==> src/design/rcos_cfg.svh <==
// Constants for the reset and clock output sequencer
`ifndef RCOS_CFG_SVH
`define RCOS_CFG_SVH

// Cycles the reset pin passes through before logic reads it
`define RCOS_SYNC_STAGES 2
// Strap sampling window before the reset pin rises, in clock cycles
`define RCOS_STRAP_WINDOW 10
// Least running-clock time before the reset pin rises, in clock cycles
`define RCOS_CLK_STABLE_CYCLES 10
// First fetch after the reset pin rises, in clock cycles
`define RCOS_FETCH_DELAY 80
// Post-release counter target, sync latency and state hop removed
`define RCOS_FETCH_WAIT (`RCOS_FETCH_DELAY - `RCOS_SYNC_STAGES - 1)
// Length of an internal reset raised by the lockup guard timer
`define RCOS_WD_HOLD_CYCLES 16
// Counter width
`define RCOS_CNT_W 8
// Strap latch values before any external reset has been seen
`define RCOS_BOOT_8BIT_RST 1'b0
`define RCOS_TRISTATE_RST 1'b0
// Fetch address forced by any reset
`define RCOS_RESET_VECTOR 32'h0000_0000

`endif

==> src/design/rcos_pkg.sv <==
// Types for the reset and clock output sequencer
package rcos_pkg;

   typedef enum logic [2:0] {
      RCOS_ST_RESET = 3'h1,
      RCOS_ST_WAIT = 3'h2,
      RCOS_ST_RUN = 3'h4
   } rcos_state_e;

   typedef logic [7:0] rcos_cnt_t;

endpackage

==> src/design/rcos_strap_window.sv <==
// Sliding history of one strap level over the last few cycles
`timescale 1ns/1ps

module rcos_strap_window #(
   parameter int DEPTH = 10
) (
   input wire logic clk_in,
   input wire logic ce_in,
   input wire logic capture_in,
   input wire logic level_in,
   output logic latest_out,
   output logic all_low_out
);

   logic [DEPTH-1:0] hist;
   logic [DEPTH-1:0] next_hist;

   // No reset: history only matters while capture runs
   assign next_hist = {hist[DEPTH-2:0], level_in};

   always_ff @(posedge clk_in) begin
      if (ce_in && capture_in) begin
         hist <= next_hist;
      end
   end

   assign latest_out = hist[0];
   assign all_low_out = ~|hist;

endmodule // rcos_strap_window

==> src/design/rcos_sequencer.sv <==
// Reset sequencing, strap capture and clock-out pin control
// Functional notes
// - Reset is entered asynchronously when the reset pin falls and left in step with the clock.
// - The first processor fetch is held off until 80 cycles after the reset pin rises.
// - Any reset returns peripheral registers to defaults and forces the next fetch to address zero.
// - Only the program counter gets a defined value; general processor registers stay untouched.
// - While the reset pin is low the clock-out pin value is held constantly low; in tri-state mode its driver stays off.
// - After reset the clock-out pin carries a copy of the master clock.
// - The clock-out pin acts as plain I/O only once the I/O controller selects that use.
// - After reset every peripheral I/O pin is configured as an input.
// - A timer-raised internal reset has the core, peripheral, I/O and fetch effects of a reset pin assertion, but the clock copy keeps running.
// - A timer-raised reset samples no straps and keeps the latched boot and tri-state modes.
// - A reset pin assertion during a timer reset request wins, straps included.
// - Boot width is sampled in the last 10 cycles before the pin rises, high meaning 8-bit.
// - A float strap low over the last 10 cycles before the pin rises enables tri-state mode.
// - The memory remap is cleared only by an internal reset or a reset pin assertion.
`timescale 1ns/1ps
`include "rcos_cfg.svh"

module rcos_sequencer (
   input wire logic clk_in,
   input wire logic rst_in,
   input wire logic ce_in,
   input wire logic ext_reset_n_pin_in,
   input wire logic lockup_guard_timer_rst_en_in,
   input wire logic lockup_guard_timer_fire_in,
   input wire logic boot_width_strap_in,
   input wire logic output_float_strap_in,
   input wire logic remap_cmd_in,
   input wire logic parallel_io_controller_sel_io_in,
   input wire logic parallel_io_controller_data_in,
   input wire logic parallel_io_controller_oe_in,
   output logic core_reset_out,
   output logic periph_reset_out,
   output logic [31:0] fetch_addr_out,
   output logic fetch_enable_out,
   output logic io_force_input_out,
   output logic boot_width_8bit_out,
   output logic tristate_mode_out,
   output logic remap_out,
   output logic reset_cause_ext_out,
   output logic master_clk_out_pin_out,
   output logic master_clk_out_pin_oe_out,
   output rcos_pkg::rcos_state_e state_out
);
   import rcos_pkg::*;

   // Reset pin synchronizer, cleared straight from the pin
   logic ext_sync1;
   logic ext_sync2;
   logic ext_prev;
   // Strap synchronizers
   logic boot_sync1;
   logic boot_sync2;
   logic float_sync1;
   logic float_sync2;
   // Sequencer
   rcos_state_e state;
   rcos_state_e next_state;
   rcos_cnt_t cnt;
   rcos_cnt_t next_cnt;
   logic cause_ext;
   logic next_cause_ext;
   logic clk_run;
   // Decodes
   logic ext_active;
   logic ext_rise;
   logic wd_fire;
   logic any_reset_req;
   logic hold_done;
   logic wait_done;
   logic boot_latest;
   logic float_all_low;
   logic in_reset;
   logic next_clk_oe;

   // Reset pin: async entry, release only through two clocked stages
   always_ff @(posedge clk_in or negedge ext_reset_n_pin_in) begin
      if (!ext_reset_n_pin_in) begin
         ext_sync1 <= 1'b0;
         ext_sync2 <= 1'b0;
      end else if (ce_in) begin
         ext_sync1 <= 1'b1;
         ext_sync2 <= ext_sync1;
      end
   end

   // Edge detector idles high, so a quiet pin after power-on is no rise
   always_ff @(posedge clk_in) begin
      if (rst_in) begin
         ext_prev <= 1'b1;
      end else if (ce_in) begin
         ext_prev <= ext_sync2;
      end
   end

   always_ff @(posedge clk_in) begin
      if (rst_in) begin
         boot_sync1 <= 1'b0;
         boot_sync2 <= 1'b0;
      end else if (ce_in) begin
         boot_sync1 <= boot_width_strap_in;
         boot_sync2 <= boot_sync1;
      end
   end

   // Float strap idles high, the level of a normally driven board
   always_ff @(posedge clk_in) begin
      if (rst_in) begin
         float_sync1 <= 1'b1;
         float_sync2 <= 1'b1;
      end else if (ce_in) begin
         float_sync1 <= output_float_strap_in;
         float_sync2 <= float_sync1;
      end
   end

   assign ext_active = ~ext_sync2;
   // Rise seen for one cycle, in the cycle the second stage goes high
   assign ext_rise = ext_sync2 & ~ext_prev;
   // Pin reset masks the timer request entirely
   assign wd_fire = lockup_guard_timer_rst_en_in & lockup_guard_timer_fire_in & ~ext_active;
   assign any_reset_req = ext_active | wd_fire;
   // Compares end one short, the counter starts at zero
   assign hold_done = (cnt == 8'(`RCOS_WD_HOLD_CYCLES - 1));
   assign wait_done = (cnt == 8'(`RCOS_FETCH_WAIT - 1));

   // Strap history only runs while the pin holds reset
   rcos_strap_window #(
      .DEPTH(`RCOS_STRAP_WINDOW)
   ) u_boot_window (
      .clk_in(clk_in),
      .ce_in(ce_in),
      .capture_in(ext_active),
      .level_in(boot_sync2),
      .latest_out(boot_latest),
      .all_low_out()
   );

   rcos_strap_window #(
      .DEPTH(`RCOS_STRAP_WINDOW)
   ) u_float_window (
      .clk_in(clk_in),
      .ce_in(ce_in),
      .capture_in(ext_active),
      .level_in(float_sync2),
      .latest_out(),
      .all_low_out(float_all_low)
   );

   // Sequencer next state
   always_comb begin
      next_state = state;
      next_cnt = cnt;
      next_cause_ext = cause_ext;
      case (state)
         RCOS_ST_RESET: begin
            if (ext_active) begin
               next_cause_ext = 1'b1;
               next_cnt = '0;
            end else if (cause_ext || hold_done) begin
               next_state = RCOS_ST_WAIT;
               next_cnt = '0;
            end else begin
               next_cnt = cnt + 8'h01;
            end
         end
         RCOS_ST_WAIT: begin
            if (any_reset_req) begin
               next_state = RCOS_ST_RESET;
               next_cause_ext = ext_active;
               next_cnt = '0;
            end else if (wait_done) begin
               next_state = RCOS_ST_RUN;
               next_cnt = '0;
            end else begin
               next_cnt = cnt + 8'h01;
            end
         end
         RCOS_ST_RUN: begin
            if (any_reset_req) begin
               next_state = RCOS_ST_RESET;
               next_cause_ext = ext_active;
               next_cnt = '0;
            end
         end
         default: begin
            next_state = RCOS_ST_RESET;
            next_cnt = '0;
         end
      endcase
   end

   assign in_reset = (next_state == RCOS_ST_RESET);

   // Sequencer registers; the pin forces reset without waiting for a clock
   always_ff @(posedge clk_in or negedge ext_reset_n_pin_in) begin
      if (!ext_reset_n_pin_in) begin
         state <= RCOS_ST_RESET;
         cnt <= '0;
         cause_ext <= 1'b1;
      end else if (rst_in) begin
         state <= RCOS_ST_RESET;
         cnt <= '0;
         cause_ext <= 1'b1;
      end else if (ce_in) begin
         state <= next_state;
         cnt <= next_cnt;
         cause_ext <= next_cause_ext;
      end
   end

   // Reset outputs: set by the pin at once, cleared in step with the sequencer
   always_ff @(posedge clk_in or negedge ext_reset_n_pin_in) begin
      if (!ext_reset_n_pin_in) begin
         core_reset_out <= 1'b1;
         periph_reset_out <= 1'b1;
         io_force_input_out <= 1'b1;
      end else if (rst_in) begin
         core_reset_out <= 1'b1;
         periph_reset_out <= 1'b1;
         io_force_input_out <= 1'b1;
      end else if (ce_in) begin
         core_reset_out <= in_reset;
         periph_reset_out <= in_reset;
         io_force_input_out <= in_reset;
      end
   end

   // Fetch gate and clock-copy run flag
   always_ff @(posedge clk_in or negedge ext_reset_n_pin_in) begin
      if (!ext_reset_n_pin_in) begin
         fetch_enable_out <= 1'b0;
         clk_run <= 1'b0;
      end else if (rst_in) begin
         fetch_enable_out <= 1'b0;
         clk_run <= 1'b0;
      end else if (ce_in) begin
         fetch_enable_out <= (next_state == RCOS_ST_RUN);
         // Clock copy stops only for a pin reset
         clk_run <= ~ext_active;
      end
   end

   // Straps: latched on pin release only, so timer resets leave them alone
   always_ff @(posedge clk_in) begin
      if (rst_in) begin
         boot_width_8bit_out <= `RCOS_BOOT_8BIT_RST;
         tristate_mode_out <= `RCOS_TRISTATE_RST;
      end else if (ce_in && ext_rise) begin
         boot_width_8bit_out <= boot_latest;
         tristate_mode_out <= float_all_low;
      end
   end

   // Remap: set by command, cleared by either reset source
   always_ff @(posedge clk_in or negedge ext_reset_n_pin_in) begin
      if (!ext_reset_n_pin_in) begin
         remap_out <= 1'b0;
      end else if (rst_in) begin
         remap_out <= 1'b0;
      end else if (ce_in) begin
         if (any_reset_req) begin
            remap_out <= 1'b0;
         end else if (remap_cmd_in && state == RCOS_ST_RUN) begin
            remap_out <= 1'b1;
         end
      end
   end

   // Pin enable: tri-state wins, I/O use only once selected
   assign next_clk_oe = ~tristate_mode_out &
      (parallel_io_controller_sel_io_in & ~in_reset ? parallel_io_controller_oe_in : 1'b1);

   always_ff @(posedge clk_in) begin
      if (rst_in) begin
         master_clk_out_pin_oe_out <= 1'b1;
         reset_cause_ext_out <= 1'b1;
         state_out <= RCOS_ST_RESET;
      end else if (ce_in) begin
         master_clk_out_pin_oe_out <= next_clk_oe;
         reset_cause_ext_out <= next_cause_ext;
         state_out <= next_state;
      end
   end

   // Fetch vector is fixed; general registers are left to the core
   always_ff @(posedge clk_in) begin
      if (rst_in) begin
         fetch_addr_out <= `RCOS_RESET_VECTOR;
      end else if (ce_in && in_reset) begin
         fetch_addr_out <= `RCOS_RESET_VECTOR;
      end
   end

   // A clock copy cannot come from a flop; gated by a registered run flag
   assign master_clk_out_pin_out = (parallel_io_controller_sel_io_in & ~core_reset_out) ?
      parallel_io_controller_data_in : (clk_in & clk_run);

endmodule // rcos_sequencer

==> config.mk <==
export PLATFORM = sky130hd
export DESIGN_NAME = rcos_sequencer
export DESIGN_NICKNAME = d
export VERILOG_FILES = /design/src/design/rcos_pkg.sv /design/src/design/rcos_strap_window.sv /design/src/design/rcos_sequencer.sv
export VERILOG_INCLUDE_DIRS = /design/src /design/src/design
export SDC_FILE = /design/constraint.sdc
export NUM_CORES = 1
export LEC_CHECK = 0
export BUFFER_PORTS_ARGS = -buffer_cell sky130_fd_sc_hd__buf_4
export CAP_MARGIN = 20
export CORE_MARGIN = 10
export CORE_UTILIZATION = 50
export CTS_CLUSTER_DIAMETER = 50
export DETAILED_ROUTE_END_ITERATION = 10
export GPL_ROUTABILITY_DRIVEN = 0
export PLACE_DENSITY = 0.75
export RECOVER_POWER = 50
export SLEW_MARGIN = 20
export SYNTH_ARGS = -nofsm -noshare
export SYNTH_HDL_FRONTEND = slang
export SYNTH_SLANG_ARGS = --single-unit
export TNS_END_PERCENT = 20
==> constraint.sdc <==
create_clock -name clk_in -period 5.25 [get_ports clk_in]
set_input_delay 0 -clock clk_in [delete_from_list [all_inputs] [get_ports clk_in]]
set_output_delay 0 -clock clk_in [all_outputs]
set_load 0.1 [all_outputs]
* After elaboration in Yosys (flattened, before gate mapping)
Cells that the tools add are included.
** Word-level totals
- Bits in registers :: 41
- Input bits :: 12
- Output and inout bits :: 45
- Word-level logic and storage cells :: 87
** Operators by class
- $add $sub $neg :: 1
- Eq/ne operators :: 8
- Multiplexer cells :: 33
- Bitwise logic cells :: 13
- Reduce and logical (&&, ||, !) cells :: 11
** Operator list (number)
- $mux W8 :: 7
- $pmux W8 S3 :: 1
- $mux W3 :: 7
- $mux W1 :: 16
- $reduce_or A10 Y1 :: 1
- $pmux W3 S3 :: 1
- $add A8 B1 Y8 const B :: 1
- $eq A8 B4 Y1 const B :: 1
- $eq A8 B7 Y1 const B :: 1
- $and A1 B1 Y1 :: 7
- $eq A3 B1 Y1 const B :: 2
- $eq A3 B3 Y1 const B :: 2
- $not A1 Y1 :: 5
- $reduce_and A2 Y1 :: 2
- $eq A3 B2 Y1 const B :: 1
- $logic_and A1 B1 Y1 :: 3
- $ne A3 B3 Y1 const B :: 1
- $reduce_bool A3 Y1 :: 1
- $pmux W1 S2 :: 1
- $reduce_bool A2 Y1 :: 1
- $reduce_or A2 Y1 :: 1
- $logic_not A1 Y1 :: 1
- $logic_or A1 B1 Y1 :: 1
- $or A1 B1 Y1 :: 1

* Logic depth before layout (Yosys ltp)
- Word-level depth :: 10
- Mapped depth :: 6
- Gate-level depth less buffers :: 6

* Hierarchy
From an unflattened synthesis, not the netlist that was laid out.
** Second synthesis, totals
- Cell total of the unflattened synthesis :: 231
- Area total of the unflattened synthesis :: 2396.0 um2
** By module, submodules not included
- rcos_sequencer :: times used 1, cells each 203, area an instance 1727.9 um2, sequential area each 694.4 um2
- rcos_strap_window :: times used 2, cells each 14, area an instance 334.1 um2, sequential area each 300.3 um2

==> flow_metrics.py <==
metrics = {
    "grt": {
        "grt_usage_pct": 11.83,
        "grt_pass1_vias": 1459,
        "grt_pass1_wl_um": 6789,
        "grt_overflow_total": 0,
        "grt_max_degree": 26,
        "antenna_found_initial": 0,
    },
    "cts": {
        "clock_latency_ns": 0.40,
        "clkTransAtPathRegs_ns": 0.08,
        "cts_tree": "done",
    },
    "synth": {
        "synth_adder_area_share_pct": 1.212,
        "synth-compound-area-share_pct": 15.27,
        "synth_edf_count": 11,
        "yosys_warnings": 0,
        "synth_top_family_by_area": "simple AND/OR/NAND/NOR gates",
        "async_flop_share_pct": 43.90,
        "yosys.area_share.simple_pct": 16.48,
        "post_synth_inst_count": 203,
        "syn_avg_cell_area_sq_um": 10.17,
        "synth_ff_type": "dfrtp_1",
        "synth_xor_xnor_area_share_pct": 0.4242,
        "seq_area_frac_synth_pct": 49.64,
        "ys_ff_latch": 41,
        "muxShareOfSynthArea_pct": 1.515,
        "syn_area_sq_mm": 0.002064,
        "ys_types": 46,
    },
    "die": {
        "die_h_um": 84.26,
        "num_rows": 23,
        "core_sq_mm": 0.004000,
        "ios": 57,
        "die_area_sq_mm": 0.007099,
        "dieWidth_um": 84.26,
        "start_util_pct": 51.61,
    },
    "layout": {
        "fillers": 364,
        "multiInputGateArea_sq_um": 840.8,
        "final_util_pct": 58.46,
        "n_antenna_cell": 0,
        "fin_nets": 254,
        "drive_gt1_share_pct": 14.94,
        "fin_area_sq_mm": 0.002338,
        "fin_cells": 291,
        "regArea_sq_mm": 0.001025,
        "area_delta_synth_final_pct": 13.27,
    },
    "timing": {
        "setup_tns_ns": 0,
        "maxSlewHeadroom_pct": 21.36,
        "setup_viol_count_final": 0,
        "rsz0062_at_grt": "false",
        "finalHoldViolCount": 0,
        "slew_viol_final": 0,
        "worst_pin_slew_ns": 1.185,
        "fin_worst_skew_ns": 0.009509,
    },
    "detailed_routing": {
        "vias": 1482,
        "drc": 0,
        "drtAntennaViolNets": 0,
        "first_pass_iters": 4,
        "routedWlPerCell_um": 14.09,
        "routed_wirelength_um": 4099,
        "vias_per_cell": 5.093,
        "first_iter_violations": 132,
    },
    "power_and_ir_drop": {
        "p_leak_uw": 0.001011,
        "ir_drop_mv": 0.2412,
        "total_power_uw": 805.1,
        "power_density_mw_per_mm2": 344.3,
    },
    "min_path": {
        "hp-class": "in -> reg",
    },
    "critical_path": {
        "worstSetupEndpointType": "output port",
        "path_cells": "clkbuf_8 -> clkbuf_8 -> o211ai_1 -> nand2_1 -> buf_4",
        "critical_path.max_stage_delay_ns": 0.23,
        "critPathLaunchType": "clock port",
        "path_class": "clk -> out",
        "arrival_ns": 3.25,
        "crit_required_ns": 5.25,
        "path_max_fanout": 2,
        "cpMostUsedCell": "clkbuf_8",
        "slowest_stage": "buf_4",
    },
    "placed_design": {
        "postPlaceCellArea_sq_mm": 0.002138,
        "port_buffers": 24,
        "dpl.hpwl_um": 2793,
        "dp_cells": 268,
    },
    "job": {
        "cap_violations": 0,
    },
    "outcome": {
        "status": "finished, final reports clean",
    },
}
[cell usage after synthesis (2+ instances only)]
cell type / number / area share [%]
buf_4: 34 / 12
dfrtp_1: 15 / 18
nor2_1: 14 / 2.5
dfxtp_1: 12 / 12
nand2_1: 12 / 2.2
o21ai_0: 12 / 2.9
edfxtp_1: 11 / 16
a21oi_1: 8 / 1.9
inv_1: 8 / 1.5
nor3_1: 7 / 1.7
a211o_1: 6 / 2.5
nand4_1: 6 / 1.8
clkbuf_1: 5 / 0.91
nand2b_1: 4 / 1.2
nand3_1: 4 / 0.97
a21o_1: 3 / 1.1
a21o_2: 3 / 1.3
a22o_1: 3 / 1.3
dfstp_2: 3 / 3.8
nor4_1: 3 / 0.91
and4b_1: 2 / 0.97
ha_1: 2 / 1.2
mux2i_1: 2 / 0.97
nor2b_1: 2 / 0.61
[final timing paths]
kind,slack (ns),start,to,cells past startpoint
worst max register to register,3.04,ext_sync2,remap_out,4
min in group asynchronous,0.17,ext_reset_n_pin_in,io_force_input_out,2
max in group asynchronous,3.95,ext_reset_n_pin_in,state[2],3
worst min register to register,0.44,float_sync2,u_float_window.hist[0],0
worst max-delay path,2.00,clk_in,master_clk_out_pin_out,5
worst min-delay path,0.11,parallel_io_controller_sel_io_in,master_clk_out_pin_oe_out,5
[registers in the layout, summed over array words and instances, names as in the netlist, 3 cells and up]
signal,cells
cnt,8
state,3
state_out,3
u_float_window.hist,10
[cells in the final DEF, fill, tap and decap left out, types with 3 or more instances in the layout]
| cell type | synthesis | layout |
|---|---|---|
| clkbuf_8 | 0 | 8 |
| edfxtp_1 | 11 | 11 |
| dfstp_2 | 3 | 3 |
| nor2_1 | 14 | 14 |
| nand2b_1 | 4 | 4 |
| a21o_2 | 3 | 3 |
| conb_1 | 1 | 32 |
| nand4_1 | 6 | 6 |
| a21o_1 | 3 | 3 |
| buf_4 | 34 | 9 |
| a211o_1 | 6 | 6 |
| inv_1 | 8 | 8 |
| nor3_1 | 7 | 7 |
| a22o_1 | 3 | 3 |
| nand2_1 | 12 | 12 |
| nor4_1 | 3 | 3 |
| clkbuf_1 | 5 | 14 |
| a21oi_1 | 8 | 8 |
| dlygate4sd3_1 | 0 | 12 |
| o21ai_0 | 12 | 12 |
| dfxtp_1 | 12 | 12 |
| nand3_1 | 4 | 4 |
| dfrtp_1 | 15 | 15 |
[critical path: cells and delay by family]
family          cells  cell delay (ns)
buf+inv             3             0.46
compound gates      1             0.09
simple gates        1             0.07
[layer usage]
metal  global-route usage [%]  part of all wire, %  vias to the layer above
met5                        0                    0                        -
li1                         -                    -                      725
met2                    15.49                   41                       67
met4                    7.610                  1.9                        0
met3                    7.826                   11                        7
met1                    13.71                   46                      683
[metrics by stage]
step | worst slack [ns] | hold slack [ns]
CTS | 1.991 | 0.08054
global placement | 2.268 | -0.1184
finish | 1.995 | 0.1126
floorplan | 1.987 | -0.2956
detailed placement | 2.268 | -0.1192
global route | 1.941 | 0.1597
[final cells by class]
type,instances,area share [%]
clock buffers,9,5.029
clock inverters,3,0.9631
multi-input cells,145,35.96
repair buffers,35,10.27
inverters,8,1.284
well taps,50,2.675
flip-flops and latches,41,43.82
[where the power goes]
group	leakage (uW)	total (uW)	switching, uW	internal [uW]
sequential	0.000426	339	6.67	333
combinational	0.000503	176	153	23.1
clock	0.0000820	289	142	147
total	0.00101	805	302	503
[repair_timing]
item,4_1_cts,5_1_grt
buffers inserted,0,0
endpoints found under the hold margin,35,0
gates resized for setup,0,0
hold buffers,12,0
[kinds of logic after synthesis]
| kind of cell | after synthesis |
|---|---|
| and+or+nand+nor | 63 |
| buffers and inverters | 48 |
| AOI/OAI and AO/OA | 44 |
| DFF | 41 |
| muxes | 3 |
| adders and majority gates | 2 |
| other | 1 |
| xor gates and xnor gates | 1 |
Note: power is estimated with default switching activity, not from simulation.
